`src/hdl/drp_params.svh`:
```
`ifndef DRP_PARAMS_SVH
`define DRP_PARAMS_SVH

// ****************************************
// register bus
// ****************************************
`define DRP_ADDR_W 8
`define DRP_DATA_W 16
`define DRP_OFS_CTRL 8'h00
`define DRP_OFS_STATUS 8'h04
`define DRP_OFS_FIFO_DATA 8'h08
`define DRP_OFS_TEST_WORD 8'h0C
`define DRP_OFS_TEST_PULSES 8'h10

// ****************************************
// command bits of the control register
// ****************************************
`define DRP_CMD_W 7
`define DRP_CMD_START 0
`define DRP_CMD_CLEAR 1
`define DRP_CMD_TEST_SET 2
`define DRP_CMD_TEST_CLR 3
`define DRP_CMD_WRITE_CLR 4
`define DRP_CMD_WRITE_SET 5
`define DRP_CMD_RATE_ACK 6

// ****************************************
// status bits of the status register
// ****************************************
`define DRP_STAT_W 7
`define DRP_STAT_STARTED 0
`define DRP_STAT_LOOPBACK 1
`define DRP_STAT_READ_ACTIVE 2
`define DRP_STAT_FIFO_AVAIL 3
`define DRP_STAT_CRC_ERROR 4
`define DRP_STAT_RATE_ERROR 5
`define DRP_STAT_LOAD_AVAIL 6

// ****************************************
// stream format and reset values
// ****************************************
`define DRP_SYNC_WORD 16'h00FF
`define DRP_CRC_POLY 16'h1021
`define DRP_CRC_INIT 16'hFFFF
`define DRP_TEST_WORD_RESET 16'h0000
`define DRP_WORD_BITS 16
`define DRP_FIFO_DEPTH 16
`define DRP_SLICE_W 4

// ****************************************
// timing
// ****************************************
`define DRP_CLK_PERIOD_NS 20
`define DRP_TEST_PHASE_NS 600
`define DRP_TEST_PHASE_CYC ((`DRP_TEST_PHASE_NS + `DRP_CLK_PERIOD_NS - 1) / `DRP_CLK_PERIOD_NS)

`endif

```
`src/hdl/drp_pkg.sv`:
```
package drp_pkg;

   // command word written to the control register, bit 0 last
   typedef struct packed {
      logic rate_ack;
      logic write_set;
      logic write_clr;
      logic test_clr;
      logic test_set;
      logic clear;
      logic start;
   } drp_cmd_type;

   // status word sampled into the input latch, bit 0 last
   typedef struct packed {
      logic load_avail;
      logic rate_error;
      logic crc_error;
      logic fifo_avail;
      logic read_active;
      logic loopback;
      logic started;
   } drp_status_type;

   // read sequencer states
   typedef enum logic [1:0] {
      DRP_SEQ_IDLE,
      DRP_SEQ_HUNT,
      DRP_SEQ_READ
   } drp_seq_type;

endpackage

```
`src/hdl/drp_test_clock.sv`:
```
`timescale 1ns/1ps
`include "drp_params.svh"

module drp_test_clock
   import drp_pkg::*;
#(
   parameter int PHASE_CYC = `DRP_TEST_PHASE_CYC
) (
   input wire logic clk,
   input wire logic reset_n,
   input wire logic enable,
   input wire logic load,
   input wire logic [15:0] load_count,
   output logic selftest_clock_n,
   output logic test_tick,
   output logic [15:0] pulses_left
);

   logic [7:0] phase_cnt;
   logic phase_end;

   assign phase_end = (phase_cnt == 8'(PHASE_CYC - 1));
   // one cycle at the end of each low (active) phase
   assign test_tick = phase_end && !selftest_clock_n;

   // ****************************************
   // phase timer and pulse counter
   // ****************************************
   // high phase then low phase, each PHASE_CYC cycles
   always_ff @(posedge clk) begin
      if (!reset_n || !enable) begin
         phase_cnt <= 8'h00;
         selftest_clock_n <= 1'b1;
      end else if (pulses_left != 16'h0000 || !selftest_clock_n) begin
         if (phase_end) begin
            phase_cnt <= 8'h00;
            selftest_clock_n <= ~selftest_clock_n;
         end else begin
            phase_cnt <= phase_cnt + 8'h01;
         end
      end
   end

   // pulses still to be generated
   always_ff @(posedge clk) begin
      if (!reset_n) begin
         pulses_left <= 16'h0000;
      end else if (load) begin
         pulses_left <= load_count;
      end else if (enable && phase_end && selftest_clock_n && pulses_left != 16'h0000) begin
         pulses_left <= pulses_left - 16'h0001;
      end
   end

endmodule

```
`src/hdl/drp_fifo.sv`:
```
`timescale 1ns/1ps
`include "drp_params.svh"

module drp_fifo
   import drp_pkg::*;
#(
   parameter int WIDTH = `DRP_WORD_BITS,
   parameter int DEPTH = `DRP_FIFO_DEPTH,
   parameter int SLICE_W = `DRP_SLICE_W,
   parameter int SLICES = WIDTH / SLICE_W
) (
   input wire logic clk,
   input wire logic reset_n,
   input wire logic flush,
   input wire logic push,
   input wire logic [WIDTH-1:0] push_data,
   input wire logic pop,
   output logic [WIDTH-1:0] pop_data,
   output logic fifo_input_ready_n,
   output logic [SLICES-1:0] fifo_output_ready_flags
);

   localparam int PTR_W = $clog2(DEPTH);
   localparam int CNT_W = $clog2(DEPTH + 1);

   logic [SLICES-1:0] slice_full;

   // any full slice refuses the next word
   assign fifo_input_ready_n = |slice_full;

   // ****************************************
   // one storage slice per device
   // ****************************************
   genvar s;
   generate
      for (s = 0; s < SLICES; s = s + 1) begin : g_slice
         logic [SLICE_W-1:0] mem [DEPTH];
         logic [PTR_W-1:0] wr_ptr;
         logic [PTR_W-1:0] rd_ptr;
         logic [CNT_W-1:0] count;
         logic do_push;
         logic do_pop;

         assign slice_full[s] = (count == CNT_W'(DEPTH));
         assign fifo_output_ready_flags[s] = (count != '0);
         assign do_push = push && !slice_full[s];
         assign do_pop = pop && (count != '0);
         assign pop_data[s*SLICE_W +: SLICE_W] = mem[rd_ptr];

         // pointers and fill level, flushed by a path clear
         always_ff @(posedge clk) begin
            if (!reset_n || flush) begin
               wr_ptr <= '0;
               rd_ptr <= '0;
               count <= '0;
            end else begin
               if (do_push) begin
                  wr_ptr <= PTR_W'(wr_ptr + 1'b1);
               end
               if (do_pop) begin
                  rd_ptr <= PTR_W'(rd_ptr + 1'b1);
               end
               count <= CNT_W'(count + CNT_W'(do_push) - CNT_W'(do_pop));
            end
         end

         // storage
         always_ff @(posedge clk) begin
            if (do_push) begin
               mem[wr_ptr] <= push_data[s*SLICE_W +: SLICE_W];
            end
         end
      end
   endgenerate

endmodule

```
`src/hdl/drp_read_path.sv`:
```
// Chosen here: the strobed register port and the placing of the registers.
`timescale 1ns/1ps
`include "drp_params.svh"

module drp_read_path
   import drp_pkg::*;
#(
   parameter int WORD_W = `DRP_WORD_BITS,
   parameter int FIFO_DEPTH = `DRP_FIFO_DEPTH,
   parameter int SLICE_W = `DRP_SLICE_W
) (
   input wire logic clk,
   input wire logic reset_n,
   input wire logic [`DRP_ADDR_W-1:0] address,
   input wire logic [`DRP_DATA_W-1:0] write_data,
   input wire logic write_strobe,
   input wire logic read_strobe,
   output logic [`DRP_DATA_W-1:0] read_data,
   input wire logic external_bit_clock_n,
   input wire logic external_read_data,
   output logic disk_interface_activate,
   output logic read_active_n,
   output logic selftest_clock_n,
   output logic fifo_load_pulse
);

   localparam int SLICES = WORD_W / SLICE_W;

   // ****************************************
   // declarations
   // ****************************************
   drp_cmd_type cmd;
   drp_status_type status_now;
   drp_status_type status_latch;
   drp_seq_type state;
   logic cmd_wr;
   logic path_clear_n;
   logic start_latch_preset_n;
   logic start_latch_clock_n;
   logic start_request_latched;
   logic synced_start_flag;
   logic loopback_mode_flag;
   logic write_mode;
   logic ext_clk_meta;
   logic ext_clk_sync;
   logic ext_data_meta;
   logic ext_data_sync;
   logic bit_clock_n;
   logic bit_clock_prev;
   logic bit_event;
   logic serial_in;
   logic loopback_serial_bit;
   logic [WORD_W-1:0] shift_reg;
   logic [WORD_W-1:0] next_shift;
   logic [3:0] bit_count;
   logic bit_count_terminal;
   logic sync_pattern_decode;
   logic sync_found_latch_n;
   logic [15:0] crc_reg;
   logic [15:0] next_crc;
   logic crc_ok;
   logic overrun_error_latch;
   logic fifo_input_ready_n;
   logic [SLICES-1:0] fifo_output_ready_flags;
   logic fifo_avail;
   logic fifo_pop;
   logic [WORD_W-1:0] fifo_head;
   logic [WORD_W-1:0] test_word;
   logic test_tick;
   logic test_pulse_load;
   logic [15:0] pulses_left;

   // ****************************************
   // command decode
   // ****************************************
   // each write to the control register issues one-cycle commands
   assign cmd_wr = write_strobe && (address == `DRP_OFS_CTRL);
   assign cmd = drp_cmd_type'(write_data[`DRP_CMD_W-1:0]);
   assign path_clear_n = ~(cmd_wr && cmd.clear);
   assign start_latch_preset_n = path_clear_n;
   assign start_latch_clock_n = ~(cmd_wr && cmd.start);
   assign test_pulse_load = write_strobe && (address == `DRP_OFS_TEST_PULSES);

   // ****************************************
   // pin synchronisers
   // ****************************************
   // two flops for the drive clock and drive data
   always_ff @(posedge clk) begin
      if (!reset_n) begin
         ext_clk_meta <= 1'b1;
         ext_clk_sync <= 1'b1;
         ext_data_meta <= 1'b0;
         ext_data_sync <= 1'b0;
      end else begin
         ext_clk_meta <= external_bit_clock_n;
         ext_clk_sync <= ext_clk_meta;
         ext_data_meta <= external_read_data;
         ext_data_sync <= ext_data_meta;
      end
   end

   // ****************************************
   // bit clock selection and edge detect
   // ****************************************
   // drive clock forced high in test, test clock gated in
   assign bit_clock_n = (ext_clk_sync | loopback_mode_flag) & selftest_clock_n;
   assign bit_event = bit_clock_prev && !bit_clock_n;
   assign serial_in = loopback_mode_flag ? loopback_serial_bit : ext_data_sync;

   // previous bit clock level
   always_ff @(posedge clk) begin
      if (!reset_n) begin
         bit_clock_prev <= 1'b1;
      end else begin
         bit_clock_prev <= bit_clock_n;
      end
   end

   // ****************************************
   // mode flags
   // ****************************************
   // test mode held until explicitly cleared
   always_ff @(posedge clk) begin
      if (!reset_n) begin
         loopback_mode_flag <= 1'b0;
      end else if (cmd_wr && cmd.test_set) begin
         loopback_mode_flag <= 1'b1;
      end else if (cmd_wr && cmd.test_clr) begin
         loopback_mode_flag <= 1'b0;
      end
   end

   // write mode; clearing write logic leaves read mode
   always_ff @(posedge clk) begin
      if (!reset_n) begin
         write_mode <= 1'b0;
      end else if (cmd_wr && cmd.write_clr) begin
         write_mode <= 1'b0;
      end else if (cmd_wr && cmd.write_set) begin
         write_mode <= 1'b1;
      end
   end

   // ****************************************
   // start latch and its synchroniser
   // ****************************************
   // start latch, preset input overrides the clock
   always_ff @(posedge clk) begin
      if (!reset_n || !start_latch_preset_n) begin
         start_request_latched <= 1'b0;
      end else if (!start_latch_clock_n) begin
         start_request_latched <= 1'b1;
      end
   end

   // second stage loads only on a bit clock edge, path clear resets it
   always_ff @(posedge clk) begin
      if (!reset_n || !path_clear_n) begin
         synced_start_flag <= 1'b0;
      end else if (bit_event) begin
         synced_start_flag <= start_request_latched;
      end
   end

   assign disk_interface_activate = synced_start_flag;

   // ****************************************
   // loopback test register
   // ****************************************
   // loaded by software, rotated once per test clock pulse
   always_ff @(posedge clk) begin
      if (!reset_n) begin
         test_word <= `DRP_TEST_WORD_RESET;
      end else if (write_strobe && address == `DRP_OFS_TEST_WORD) begin
         test_word <= write_data[WORD_W-1:0];
      end else if (test_tick) begin
         test_word <= {test_word[WORD_W-2:0], test_word[WORD_W-1]};
      end
   end

   assign loopback_serial_bit = test_word[WORD_W-1];

   drp_test_clock u_test_clock (
      .clk(clk),
      .reset_n(reset_n),
      .enable(loopback_mode_flag),
      .load(test_pulse_load),
      .load_count(write_data[15:0]),
      .selftest_clock_n(selftest_clock_n),
      .test_tick(test_tick),
      .pulses_left(pulses_left)
   );

   // ****************************************
   // deserializer and sequencer
   // ****************************************
   assign next_shift = {shift_reg[WORD_W-2:0], serial_in};
   assign sync_pattern_decode = (next_shift == `DRP_SYNC_WORD);
   assign bit_count_terminal = (state == DRP_SEQ_READ) && (bit_count == 4'hF);
   // word completes only while reading, never the sync word
   assign fifo_load_pulse = bit_event && bit_count_terminal;
   assign read_active_n = (state != DRP_SEQ_READ);

   // serial to parallel shift
   always_ff @(posedge clk) begin
      if (!reset_n || !path_clear_n) begin
         shift_reg <= '0;
      end else if (bit_event && state != DRP_SEQ_IDLE) begin
         shift_reg <= next_shift;
      end
   end

   // sequencer: idle, hunt for sync, read words
   always_ff @(posedge clk) begin
      if (!reset_n || !path_clear_n) begin
         state <= DRP_SEQ_IDLE;
         sync_found_latch_n <= 1'b1;
      end else begin
         unique case (state)
            DRP_SEQ_IDLE: begin
               if (synced_start_flag && !write_mode) begin
                  state <= DRP_SEQ_HUNT;
               end
            end
            DRP_SEQ_HUNT: begin
               if (bit_event && sync_pattern_decode) begin
                  state <= DRP_SEQ_READ;
                  sync_found_latch_n <= 1'b0;
               end
            end
            DRP_SEQ_READ: begin
               state <= DRP_SEQ_READ;
            end
         endcase
      end
   end

   // bit counter restarts at the sync word
   always_ff @(posedge clk) begin
      if (!reset_n || !path_clear_n || state != DRP_SEQ_READ) begin
         bit_count <= 4'h0;
      end else if (bit_event) begin
         bit_count <= bit_count + 4'h1;
      end
   end

   // ****************************************
   // CRC checker
   // ****************************************
   always_comb begin
      next_crc = {crc_reg[14:0], 1'b0} ^ ((crc_reg[15] ^ serial_in) ? `DRP_CRC_POLY : 16'h0000);
   end

   // residue zero at a word boundary marks a good record end
   always_ff @(posedge clk) begin
      if (!reset_n || !path_clear_n || state != DRP_SEQ_READ) begin
         crc_reg <= `DRP_CRC_INIT;
         crc_ok <= 1'b0;
      end else if (bit_event) begin
         crc_reg <= next_crc;
         crc_ok <= bit_count_terminal && (next_crc == 16'h0000);
      end
   end

   // ****************************************
   // FIFO and rate error
   // ****************************************
   // word available only when every device has one
   assign fifo_avail = &fifo_output_ready_flags;
   assign fifo_pop = read_strobe && (address == `DRP_OFS_FIFO_DATA) && fifo_avail;

   drp_fifo #(
      .WIDTH(WORD_W),
      .DEPTH(FIFO_DEPTH),
      .SLICE_W(SLICE_W)
   ) u_fifo (
      .clk(clk),
      .reset_n(reset_n),
      .flush(!path_clear_n),
      .push(fifo_load_pulse && !fifo_input_ready_n),
      .push_data(next_shift),
      .pop(fifo_pop),
      .pop_data(fifo_head),
      .fifo_input_ready_n(fifo_input_ready_n),
      .fifo_output_ready_flags(fifo_output_ready_flags)
   );

   // load into a full FIFO is a rate error; set beats acknowledge
   always_ff @(posedge clk) begin
      if (!reset_n) begin
         overrun_error_latch <= 1'b0;
      end else if (fifo_load_pulse && fifo_input_ready_n) begin
         overrun_error_latch <= 1'b1;
      end else if (cmd_wr && cmd.rate_ack) begin
         overrun_error_latch <= 1'b0;
      end
   end

   // ****************************************
   // status input latch and read port
   // ****************************************
   always_comb begin
      status_now.started = synced_start_flag;
      status_now.loopback = loopback_mode_flag;
      status_now.read_active = !sync_found_latch_n;
      status_now.fifo_avail = fifo_avail;
      status_now.crc_error = !crc_ok;
      status_now.rate_error = overrun_error_latch;
      status_now.load_avail = !fifo_input_ready_n;
   end

   // all flags sampled together every cycle
   always_ff @(posedge clk) begin
      if (!reset_n) begin
         status_latch <= '0;
      end else begin
         status_latch <= status_now;
      end
   end

   // read data valid only in the cycle after the strobe
   always_ff @(posedge clk) begin
      if (!reset_n || !read_strobe) begin
         read_data <= '0;
      end else begin
         unique case (address)
            `DRP_OFS_STATUS: read_data <= `DRP_DATA_W'(status_latch);
            `DRP_OFS_FIFO_DATA: read_data <= fifo_avail ? `DRP_DATA_W'(fifo_head) : '0;
            `DRP_OFS_TEST_WORD: read_data <= `DRP_DATA_W'(test_word);
            `DRP_OFS_TEST_PULSES: read_data <= pulses_left;
            default: read_data <= '0;
         endcase
      end
   end

endmodule

```
`config.mk`:
```
export PLATFORM = sky130hd
export DESIGN_NAME = drp_read_path
export DESIGN_NICKNAME = d
export VERILOG_FILES = /design/src/hdl/drp_pkg.sv /design/src/hdl/drp_test_clock.sv /design/src/hdl/drp_fifo.sv /design/src/hdl/drp_read_path.sv
export VERILOG_INCLUDE_DIRS = /design/src /design/src/hdl
export SDC_FILE = /design/constraint.sdc
export NUM_CORES = 1
export LEC_CHECK = 0
export ABC_CLOCK_PERIOD_IN_PS = 3600
export BUFFER_PORTS_ARGS = -buffer_cell sky130_fd_sc_hd__buf_2
export CORE_MARGIN = 4
export CORE_UTILIZATION = 50
export DETAILED_ROUTE_END_ITERATION = 8
export PLACE_DENSITY = 0.72
export SLEW_MARGIN = 30
export SYNTH_ARGS = -nofsm -noshare
export SYNTH_HDL_FRONTEND = slang
export SYNTH_SLANG_ARGS = --single-unit
```
`constraint.sdc`:
```
create_clock -name clk -period 3.6 [get_ports clk]
set_clock_uncertainty 0.15 [all_clocks]
set_input_delay 0.72 -clock clk [delete_from_list [all_inputs] [get_ports clk]]
set_output_delay 0.72 -clock clk [all_outputs]
set_load 0.02 [all_outputs]
```
==> After elaboration in Yosys (flattened, before gate mapping) <==
Memory sizes are Yosys's and may differ from the RTL's. A register that Yosys moved wholly into a read port is not among the register bits.
Index checks and enable logic that the tools add are counted.
{ "word_totals": {"reg_bits": 165, "input_bits": 30, "output_inout_bits": 20, "elab_cells": 187, "ram_bits": 256, "n_memories": 4} }
{ "op_classes": {"n_eq_ne": 16, "add_sub_neg": 19, "bitwise": 6, "reduce_logical": 70, "mux": 32} }
{ "memory_table": {"columns": ["memory", "words", "word_bits", "read_ports", "rd_ports_with_merged_regs", "wr", "line_no", "source"], "rows": [
  ["u_fifo.g_slice[0].mem", 16, 4, 1, 1, 1, "drp_fifo.sv:37", "logic [SLICE_W-1:0] mem [DEPTH];"],
  ["u_fifo.g_slice[1].mem", 16, 4, 1, 1, 1, "drp_fifo.sv:37", null],
  ["u_fifo.g_slice[2].mem", 16, 4, 1, 1, 1, "drp_fifo.sv:37", null],
  ["u_fifo.g_slice[3].mem", 16, 4, 1, 1, 1, "drp_fifo.sv:37", null]
]} }
{ "ops": {"columns": ["operator", "n"], "rows": [
  ["$mux W16", 5],
  ["$pmux W16 S4", 1],
  ["$add A4 B1 Y4 const B", 9],
  ["$logic_and A1 B1 Y1", 33],
  ["$mux W4", 8],
  ["$add A5 B1 Y5", 4],
  ["$eq A5 B5 Y1 const B", 4],
  ["$reduce_bool A5 Y1", 4],
  ["$sub A5 B1 Y5", 4],
  ["$eq A16 B8 Y1 const B", 1],
  ["$eq A8 B4 Y1 const B", 2],
  ["$eq A8 B5 Y1 const B", 2],
  ["$logic_not A16 Y1", 1],
  ["$reduce_bool A16 Y1", 1],
  ["$sub A16 B1 Y16 const B", 1],
  ["$xor A16 B13 Y16", 1],
  ["$logic_not A1 Y1", 13],
  ["$mux W1", 13],
  ["$mux W13", 1],
  ["$reduce_bool A2 Y1", 5],
  ["$add A8 B1 Y8 const B", 1],
  ["$eq A8 B3 Y1 const B", 1],
  ["$logic_not A8 Y1", 1],
  ["$mux W8", 1],
  ["16 further kinds", 26]
]} }

==> Logic depth before layout (Yosys ltp) <==
Gate-level depths: netlist of the first run.
{ "logic_depth": {"ltp_word": 9, "mapped_depth": 16, "ltp_nobuf": 16} }

==> Cells and area by module <==
A second synthesis of the first run with hierarchy kept.
{ "unflattened": {"hier_cells": 1427, "area_unflattened_um2": 18617.9} }
{ "modules_own_cells": {"columns": ["mod", "cells_per_inst", "area_each_um2", "seq_area_each_um2", "n_inst"], "rows": [
  ["drp_fifo", 856, 13508.0, 9048.7, 1],
  ["drp_read_path", 400, 3663.5, 1761.7, 1],
  ["drp_test_clock", 171, 1446.4, 500.5, 1]
]} }

==> Least setup slack after synthesis of the first run <==
No wires, ideal clock.
{ "synth_timing": {"kind": "input-to-reg", "startpoint": "input port address[1]", "endpoint": "register u_fifo.g_slice[1].count[4]", "arrival_time_ns": 3.238, "path_buffers": 1, "cell_stages": 14, "path_slack_ns": 0.142, "setup_ns": 0.070, "t_required_ns": 3.380, "path_cell_list": "or4_4 nor4b_4 nand4b_1 clkbuf_1 nand2_1 nand2_1 ha_1 inv_1 fa_1 inv_1 a21oi_1 nor2_1 or3_1 a21oi_1"} }
{ "synth_between": {"elab_chain_len": 5, "elab_cells_between_ends": 9, "cone_classes": "add/sub (1); eq/ne (1); reduce/logical (7)"} }
{ "synth_lines": {"columns": ["element", "line_no", "source"], "rows": [
  ["from (decl)", "drp_read_path.sv:14", "input wire logic [`DRP_ADDR_W-1:0] address,"],
  ["$eq A8 B4 Y1", null, null],
  ["$logic_and A1 B1 Y1 (2 in a row)", "drp_read_path.sv:270", "assign fifo_pop = read_strobe && (address == `DRP_OFS_FIFO_DATA) && fifo_avail;"],
  ["$logic_and A1 B1 Y1", "drp_fifo.sv:47", "assign do_pop = pop && (count != '0);"],
  ["$sub A5 B1 Y5", "drp_fifo.sv:63", "count <= CNT_W'(count + CNT_W'(do_push) - CNT_W'(do_pop));"],
  ["to (signal assigned)", "drp_fifo.sv:63", null],
  ["to (decl)", "drp_fifo.sv:40", "logic [CNT_W-1:0] count;"]
]} }
Parallel ways exist; a longest one is shown, timed or not.
A chain may end at the register's enable or synchronous reset.

==> Final worst setup path of the first run <==
{ "layout_timing": {"startpoint": "register u_fifo.g_slice[3].count[2]", "endpoint": "register u_fifo.g_slice[2].count[4]"} }
{ "layout_between": {"elab_chain_len": 7, "elab_cells_between_ends": 11, "cone_classes": "add/sub (2); eq/ne (1); reduce/logical (8)"} }
{ "layout_lines": {"columns": ["element", "line_no", "source"], "rows": [
  ["from (decl)", "drp_fifo.sv:40", null],
  ["from (signal assigned)", "drp_fifo.sv:63", null],
  ["$eq A5 B5 Y1", "drp_fifo.sv:44", "assign slice_full[s] = (count == CNT_W'(DEPTH));"],
  ["$reduce_or A4 Y1", "drp_fifo.sv:29", "assign fifo_input_ready_n = |slice_full;"],
  ["$logic_not A1 Y1", "drp_read_path.sv:280", ".push(fifo_load_pulse && !fifo_input_ready_n),"],
  ["$logic_and A1 B1 Y1", "drp_read_path.sv:280", null],
  ["$logic_and A1 B1 Y1", "drp_fifo.sv:46", "assign do_push = push && !slice_full[s];"],
  ["$add A5 B1 Y5", "drp_fifo.sv:63", null],
  ["$sub A5 B1 Y5 *", "drp_fifo.sv:63", null],
  ["to (signal assigned)", "drp_fifo.sv:63", null],
  ["to (decl)", "drp_fifo.sv:40", null]
]} }
Every way passes the cells marked *; elsewhere a longest branch is shown, timed or not.

==> impl_metrics.json, run 1 <==
{
  "coreArea_um2": 35910,
  "critPathSlowestCell": "nor4_1",
  "start_util": 0.5121,
  "avgSynthCellArea_um2": 12.74,
  "wirelength_um": 39350,
  "p_sw_mw": 1.989,
  "syn2layout_area_growth_pct": 13.05,
  "period_share": 0.8660,
  "hp-class": "in -> reg",
  "status": "finished clean",
  "p_sw_frac": 0.2016,
  "drive_gt1_frac": 0.1758,
  "powerDensity_nw_per_um2": 474.7,
  "cts.sinks": 437,
  "setup_violations": 0,
  "synth-async-reset-ratio": 0,
  "fp.dieH_um": 199.8,
  "synthCells": 1443,
  "synth-compound-area-share": 0.07498,
  "vias": 11500,
  "crit_fanout": 3,
  "syn_area_um2": 18390,
  "cts-buffers-inserted": 44,
  "yosysWarnings": 0,
  "dieArea_um2": 39910,
  "critical_path_class": "reg -> reg",
  "p_clk_frac": 0.451,
  "fmax_mhz": 320.8,
  "final_core_util": 0.5789,
  "crit_chain": "inv_1 > ha_1 > nor4b_1 > nor4_1 > nand3_1 > inv_1 > buf_4 > nand2b_1 > nand2_1 > ha_1 > inv_1 > fa_1 > inv_1 > a21oi_1 > nor2_1 > or3_1 > a21oi_1",
  "maxCapViolCount": 0,
  "synth-edff-count": 256,
  "via_per_inst": 5.705,
  "yosys.area_share.simple": 0.1120,
  "layout.cells.most_common_list": "256 x edfxtp_1, 181 x dfxtp_1, 163 x nor2_1",
  "final_common_cell": "edfxtp_1",
  "whs_path_depth": 2,
  "yosysSeqAreaShare": 0.6150,
  "synth_largest_area_cell": "edfxtp_1",
  "drt-wirelength-per-cell_um": 19.52,
  "seqPwrFrac": 0.532,
  "vdd.ir_drop.worst_mv": 0.3421,
  "final_nets": 1602,
  "relSlewSlack": 0.3979,
  "place.gp.congestion": 0.8390,
  "largest_reg_flops": 256,
  "ys_top_cells_by_area": "edfxtp_1 42%, dfxtp_1 20%, mux4_2 6.9%",
  "numPortBuffers": 49,
  "crit_top_cell": "inv_1",
  "insertion_delay_ns": 0.55,
  "grt_max_degree": 28,
  "first_pass_iters": 5,
  "cts_resized": 0,
  "p_leak_nw": 7.241,
  "power.total_mw": 9.868,
  "ioPinCount": 50,
  "grt_usage": 0.1994,
  "ctsHtreeMaxLevel": 2,
  "drt_iter0_drc": 848,
  "synthDistinctLibCells": 63,
  "yosys_register_bits": 437,
  "antenna_left": 0,
  "cts_tree": "done",
  "layout_min_cycle_time_ns": 3.118,
  "rows": 69,
  "internal-power_mw": 7.879,
  "synth.top_cell.area_share": 0.4180,
  "grt_pass1_vias": 11440,
  "path_clk_slew_ns": 0.06,
  "largest-register": "u_fifo.g_slice.mem",
  "worst_pin_slew_ns": 0.9032,
  "critPathArrivalTime_ns": 3.39,
  "grt-ovfl-total": 0,
  "tns_ns": 0,
  "slew_viol_final": 0,
  "grt_antenna_before_repair": 2,
  "stdcell_area_um2": 20790,
  "drc": 0,
  "slowest_delay_ns": 0.47,
  "dieWidth_um": 199.8,
  "worst_ep_required_time_ns": 3.87,
  "synth_fa_ha_area_frac": 0.03769,
  "ys.flop_type": "edfxtp_1",
  "cts-root-buf": "clkbuf_16",
  "synth_top_family_by_area": "simple AND/OR/NAND/NOR gates",
  "placed_cell_area_um2": 19350,
  "dp_hpwl_um": 27120,
  "top_regs": "u_fifo.g_slice.mem: 256 flops, u_fifo.g_slice.count: 20 flops",
  "syn_nets": 1526,
  "hold_violations": 0,
  "rsz0062_at_grt": "false",
  "clock_path_buffers": 3,
  "critPathLaunchType": "flop",
  "synth_xor_area_frac": 0.02334,
  "worstSetupEndpointType": "flop",
  "combinationalPowerShare": 0.017,
  "muxShareOfSynthArea": 0.1085,
  "reg2reg_depth": 17,
  "grt_pass1_wl_um": 63020
}
## what timing repair did
action | CTS | global route
hold buffers | 0 | 0
buffers inserted | 0 | 2
endpoints found under the setup margin | 0 | 1
## critical path: cells and delay by family, from the launching register on
kind | cells | cell delay [ns]
buf+inv | 5 | 0.41
simple gates | 7 | 1.20
fa+ha+maj | 3 | 0.77
flops | 1 | 0.34
compound gates | 2 | 0.11
## cells by family (layout without fill, tap and decap cells)
| group | Yosys count | in the layout |
|---|---|---|
| AND/OR/NAND/NOR | 428 | 428 |
| buffers and inverters | 129 | 239 |
| multiplexers | 127 | 127 |
| XOR/XNOR | 49 | 49 |
| adder cells (fa/ha/maj) | 53 | 53 |
| other | 0 | 2 |
| AO/OA/AOI/OAI | 220 | 220 |
| flip-flops | 437 | 437 |
## layout make-up
| type | count | area [um2] |
|---|---|---|
| clock buffers | 54 | 1190 |
| fillers | 2797 | 15120 |
| multi-input cells | 877 | 6564 |
| repair buffers | 108 | 725.7 |
| diodes | 2 | 5.005 |
| flip-flops and latches | 437 | 11310 |
| well taps | 461 | 576.8 |
| clock inverters | 26 | 226.5 |
| inverters | 51 | 191.4 |
## power by group through the flow
stage	Combinational (mW)	Sequential, mW	Clock (mW)
6_report	0.169	5.25	4.45
5_1_grt	0.186	5.24	4.75
4_1_cts	0.168	5.25	4.53
3_5_place_dp	0.167	5.36	0
3_3_place_gp	0.164	5.35	0
2_1_floorplan	0.101	5.35	0
## per-layer routing
metal | global-route usage | share of wire | vias up | routed length (um)
li1 | - | - | 5473 | -
met1 | 0.2758 | 0.44 | 5668 | 17250
met2 | 0.3286 | 0.49 | 293 | 19110
met3 | 0.03306 | 0.052 | 65 | 2054
met4 | 0.05962 | 0.023 | 2 | 919
met5 | 0 | 0.00041 | - | 16
## cell usage after synthesis (all sizes together), types with 8 or more instances
cell / n
a211oi: 19
a21o: 11
a21oi: 79
a22oi: 19
and2: 13
buf: 30
clkbuf: 48
dfxtp: 181
edfxtp: 256
ha: 49
inv: 51
mux2: 19
mux2i: 52
mux4: 56
nand2: 87
nand2b: 16
nand3: 40
nor2: 166
nor3: 30
nor4: 12
o21ai: 34
o22ai: 16
or2: 8
or3: 15
xnor2: 29
xor2: 20
## stage by stage
| stage | setup slack [ns] | hold WS (ns) | cells |
|---|---|---|---|
| 4_1_cts | 0.01640 | 0.1965 | 2012 |
| 2_1_floorplan | 0.1418 | 0.2363 | 1443 |
| 6_report | 0.4824 | 0.2164 | 2016 |
| 3_5_place_dp | 0.02008 | 0.2510 | 1932 |
| 5_1_grt | 0.2427 | 0.2193 | 2015 |
| 3_3_place_gp | 0.04471 | 0.2439 | 1932 |
## path summary, 6_finish.rpt
check	start	to	slack, ns
worst max-delay path	u_fifo.g_slice[3].count[2]$_SDFF_PP0_	u_fifo.g_slice[2].count[4]$_SDFF_PP0_	0.48
worst max register to register	u_fifo.g_slice[3].count[2]$_SDFF_PP0_	u_fifo.g_slice[2].count[4]$_SDFF_PP0_	0.48
worst min register to register	ext_clk_meta$_SDFF_PN1_	ext_clk_sync$_SDFF_PN1_	0.26
worst min-delay path	external_bit_clock_n	ext_clk_meta$_SDFF_PN1_	0.22
No activity file was read; power rests on OpenSTA's default activity.
==> run 2: changes to the inputs <==
--- a/config.mk
+++ b/config.mk
@@ -9,9 +9,10 @@
 export ABC_CLOCK_PERIOD_IN_PS = 3600
 export BUFFER_PORTS_ARGS = -buffer_cell sky130_fd_sc_hd__buf_2
 export CORE_MARGIN = 4
-export CORE_UTILIZATION = 50
+export CORE_UTILIZATION = 36
 export DETAILED_ROUTE_END_ITERATION = 8
-export PLACE_DENSITY = 0.72
+export MAX_ROUTING_LAYER = met4
+export PLACE_DENSITY = 0.56
 export SLEW_MARGIN = 30
 export SYNTH_ARGS = -nofsm -noshare
 export SYNTH_HDL_FRONTEND = slang
==> run 2 against run 1 <==
Net effect: first-iteration DRC count fell by 6.8%; routed wire length rose by 5.0%; power rose by 4.5%; worst setup slack got worse by 0.087 ns; die area rose by 37%; maximum frequency fell by 2.7%; non-clock buffer count fell by 8; global-route usage fell by 4.2 points; combinational power fell by 2%; critical path type is now reg -> out; highest routed layer is now met4.
==> impl_metrics.json, run 2 (synthesized netlist as in run 1, its figures left out) <==
{
  "status": "finished clean",
  "vdd.ir_drop.worst_mv": 0.3347,
  "grt_pass1_wl_um": 65450,
  "powerDensity_nw_per_um2": 487.5,
  "grt_usage": 0.1571,
  "largest_reg_flops": 256,
  "critPathLaunchType": "flop",
  "cts-root-buf": "clkbuf_16",
  "antenna_cells": 0,
  "r2r_slack_ns": 0.49,
  "dieWidth_um": 234.0,
  "grt_pass1_vias": 11800,
  "dieArea_um2": 54760,
  "top_regs": "u_fifo.g_slice.mem: 256 flops, u_fifo.g_slice.count: 20 flops",
  "cts.sinks": 437,
  "r2r_end": "u_fifo.g_slice[1].count[4]$_SDFF_PP0_",
  "grt-ovfl-total": 0,
  "maxCapViolCount": 0,
  "critPathArrivalTime_ns": 2.33,
  "fillCellCount": 4688,
  "coreArea_um2": 50380,
  "dp_hpwl_um": 28380,
  "hold_violations": 0,
  "crit_top_cell": "inv_1",
  "wirelength_um": 41300,
  "fmax_mhz": 312.0,
  "p_leak_nw": 7.286,
  "rsz0062_at_grt": "false",
  "relSlewSlack": 0.4258,
  "first_pass_iters": 5,
  "final_common_cell": "edfxtp_1",
  "syn2layout_area_growth_pct": 15.05,
  "clock_path_buffers": 3,
  "start_util": 0.3651,
  "hp-class": "in -> reg",
  "vias": 11430,
  "insertion_delay_ns": 0.59,
  "largest-register": "u_fifo.g_slice.mem",
  "fp.dieH_um": 234.0,
  "critical_path_class": "reg -> out",
  "drive_gt1_frac": 0.1719,
  "critPathSlowestCell": "nand4_1",
  "whs_path_depth": 2,
  "multi_input_area_um2": 6578,
  "cts-buffers-inserted": 47,
  "crit_fanout": 6,
  "antenna_left": 0,
  "path_clk_slew_ns": 0.06,
  "r2r-start": "u_fifo.g_slice[3].count[2]$_SDFF_PP0_",
  "cts_setup_buffers": 0,
  "tns_ns": 0,
  "worstSetupEndpointType": "output port",
  "seq_area_um2": 11310,
  "via_per_inst": 5.138,
  "numPortBuffers": 49,
  "drc": 0,
  "reg2reg_depth": 18,
  "crit_chain": "inv_1 > ha_1 > and3_1 > nand4_1 > inv_1 > buf_4 > buf_2",
  "drt-wirelength-per-cell_um": 18.56,
  "power.total_mw": 10.32,
  "drt_iter0_drc": 790,
  "setup_violations": 0,
  "worst_hold_path.endpoint": "ext_clk_meta$_SDFF_PN1_",
  "cts_resized": 0,
  "worstHoldStart": "external_bit_clock_n",
  "ioPinCount": 50,
  "place.gp.congestion": 0.8268,
  "grt_max_degree": 47,
  "slew_viol_final": 0,
  "hold_buffers": 0,
  "layout.cells.most_common_list": "256 x edfxtp_1, 181 x dfxtp_1, 164 x nor2_1",
  "final_nets": 1597,
  "period_share": 0.8903,
  "rows": 82,
  "ctsHtreeMaxLevel": 2,
  "worst_ep_required_time_ns": 2.73,
  "slowest_delay_ns": 0.42,
  "layout_min_cycle_time_ns": 3.205,
  "cts_tree": "done",
  "worst_pin_slew_ns": 0.8601,
  "grt_antenna_before_repair": 0
}
[run 2: per-layer routing]
layer | wire, um | GRT usage
met1 | 18670 | 0.2028
met2 | 19400 | 0.2491
met3 | 2219 | 0.03462
met4 | 1012 | 0.04864
met5 | 0 | -
[run 2: how the worst max path moves through the flow]
stage / depth (start not counted) / start / endpoint
3_5_place_dp: 15 / address[1] / u_fifo.g_slice[3].count[4]$_SDFF_PP0_
5_1_grt: 16 / u_fifo.g_slice[0].count[2]$_SDFF_PP0_ / u_fifo.g_slice[3].count[4]$_SDFF_PP0_
2_1_floorplan: 14 / address[1] / u_fifo.g_slice[1].count[4]$_SDFF_PP0_
3_3_place_gp: 15 / address[1] / u_fifo.g_slice[3].count[4]$_SDFF_PP0_
4_1_cts: 7 / state[0]$_SDFFE_PP0P_ / fifo_load_pulse
6_report: 7 / state[0]$_SDFFE_PP0P_ / fifo_load_pulse
[run 2: cell type report]
type                       instances  area share
sequential                       437      0.5346
multi-input combinational        877      0.3109
clock buffer                      69     0.06682
tap                              672     0.03974
timing repair buffer             100     0.03028
inverter                          51    0.009048
clock inverter                    19    0.008634
[run 2: worst max-delay path, delay by kind of cell (launching register included)]
kind / cells / cell delay, ns
adder cells (fa/ha/maj): 1 / 0.22
flip-flops: 1 / 0.31
AND/OR/NAND/NOR: 2 / 0.58
buffers and inverters: 4 / 0.65
[run 2: where the power goes]
group,total (mW),internal [mW],switching (mW)
combinational,0.165,0.0561,0.109
clock,4.90,2.89,2.01
sequential,5.25,5.24,0.00554
[run 2: stage by stage]
stage          setup WS [ns]  instance area, um2  utilization  hold WS (ns)  std cells
2_1_floorplan         0.1418               18390            -        0.2363       1443
3_3_place_gp         0.07137               19550       0.3881        0.2657       2137
3_5_place_dp        0.001910               19550       0.3881        0.2701       2137
4_1_cts               0.3644               21150       0.4198        0.1570       2225
5_1_grt               0.2414               21160       0.4200        0.1649       2225
6_report              0.3950               21160       0.4200        0.1734       2225
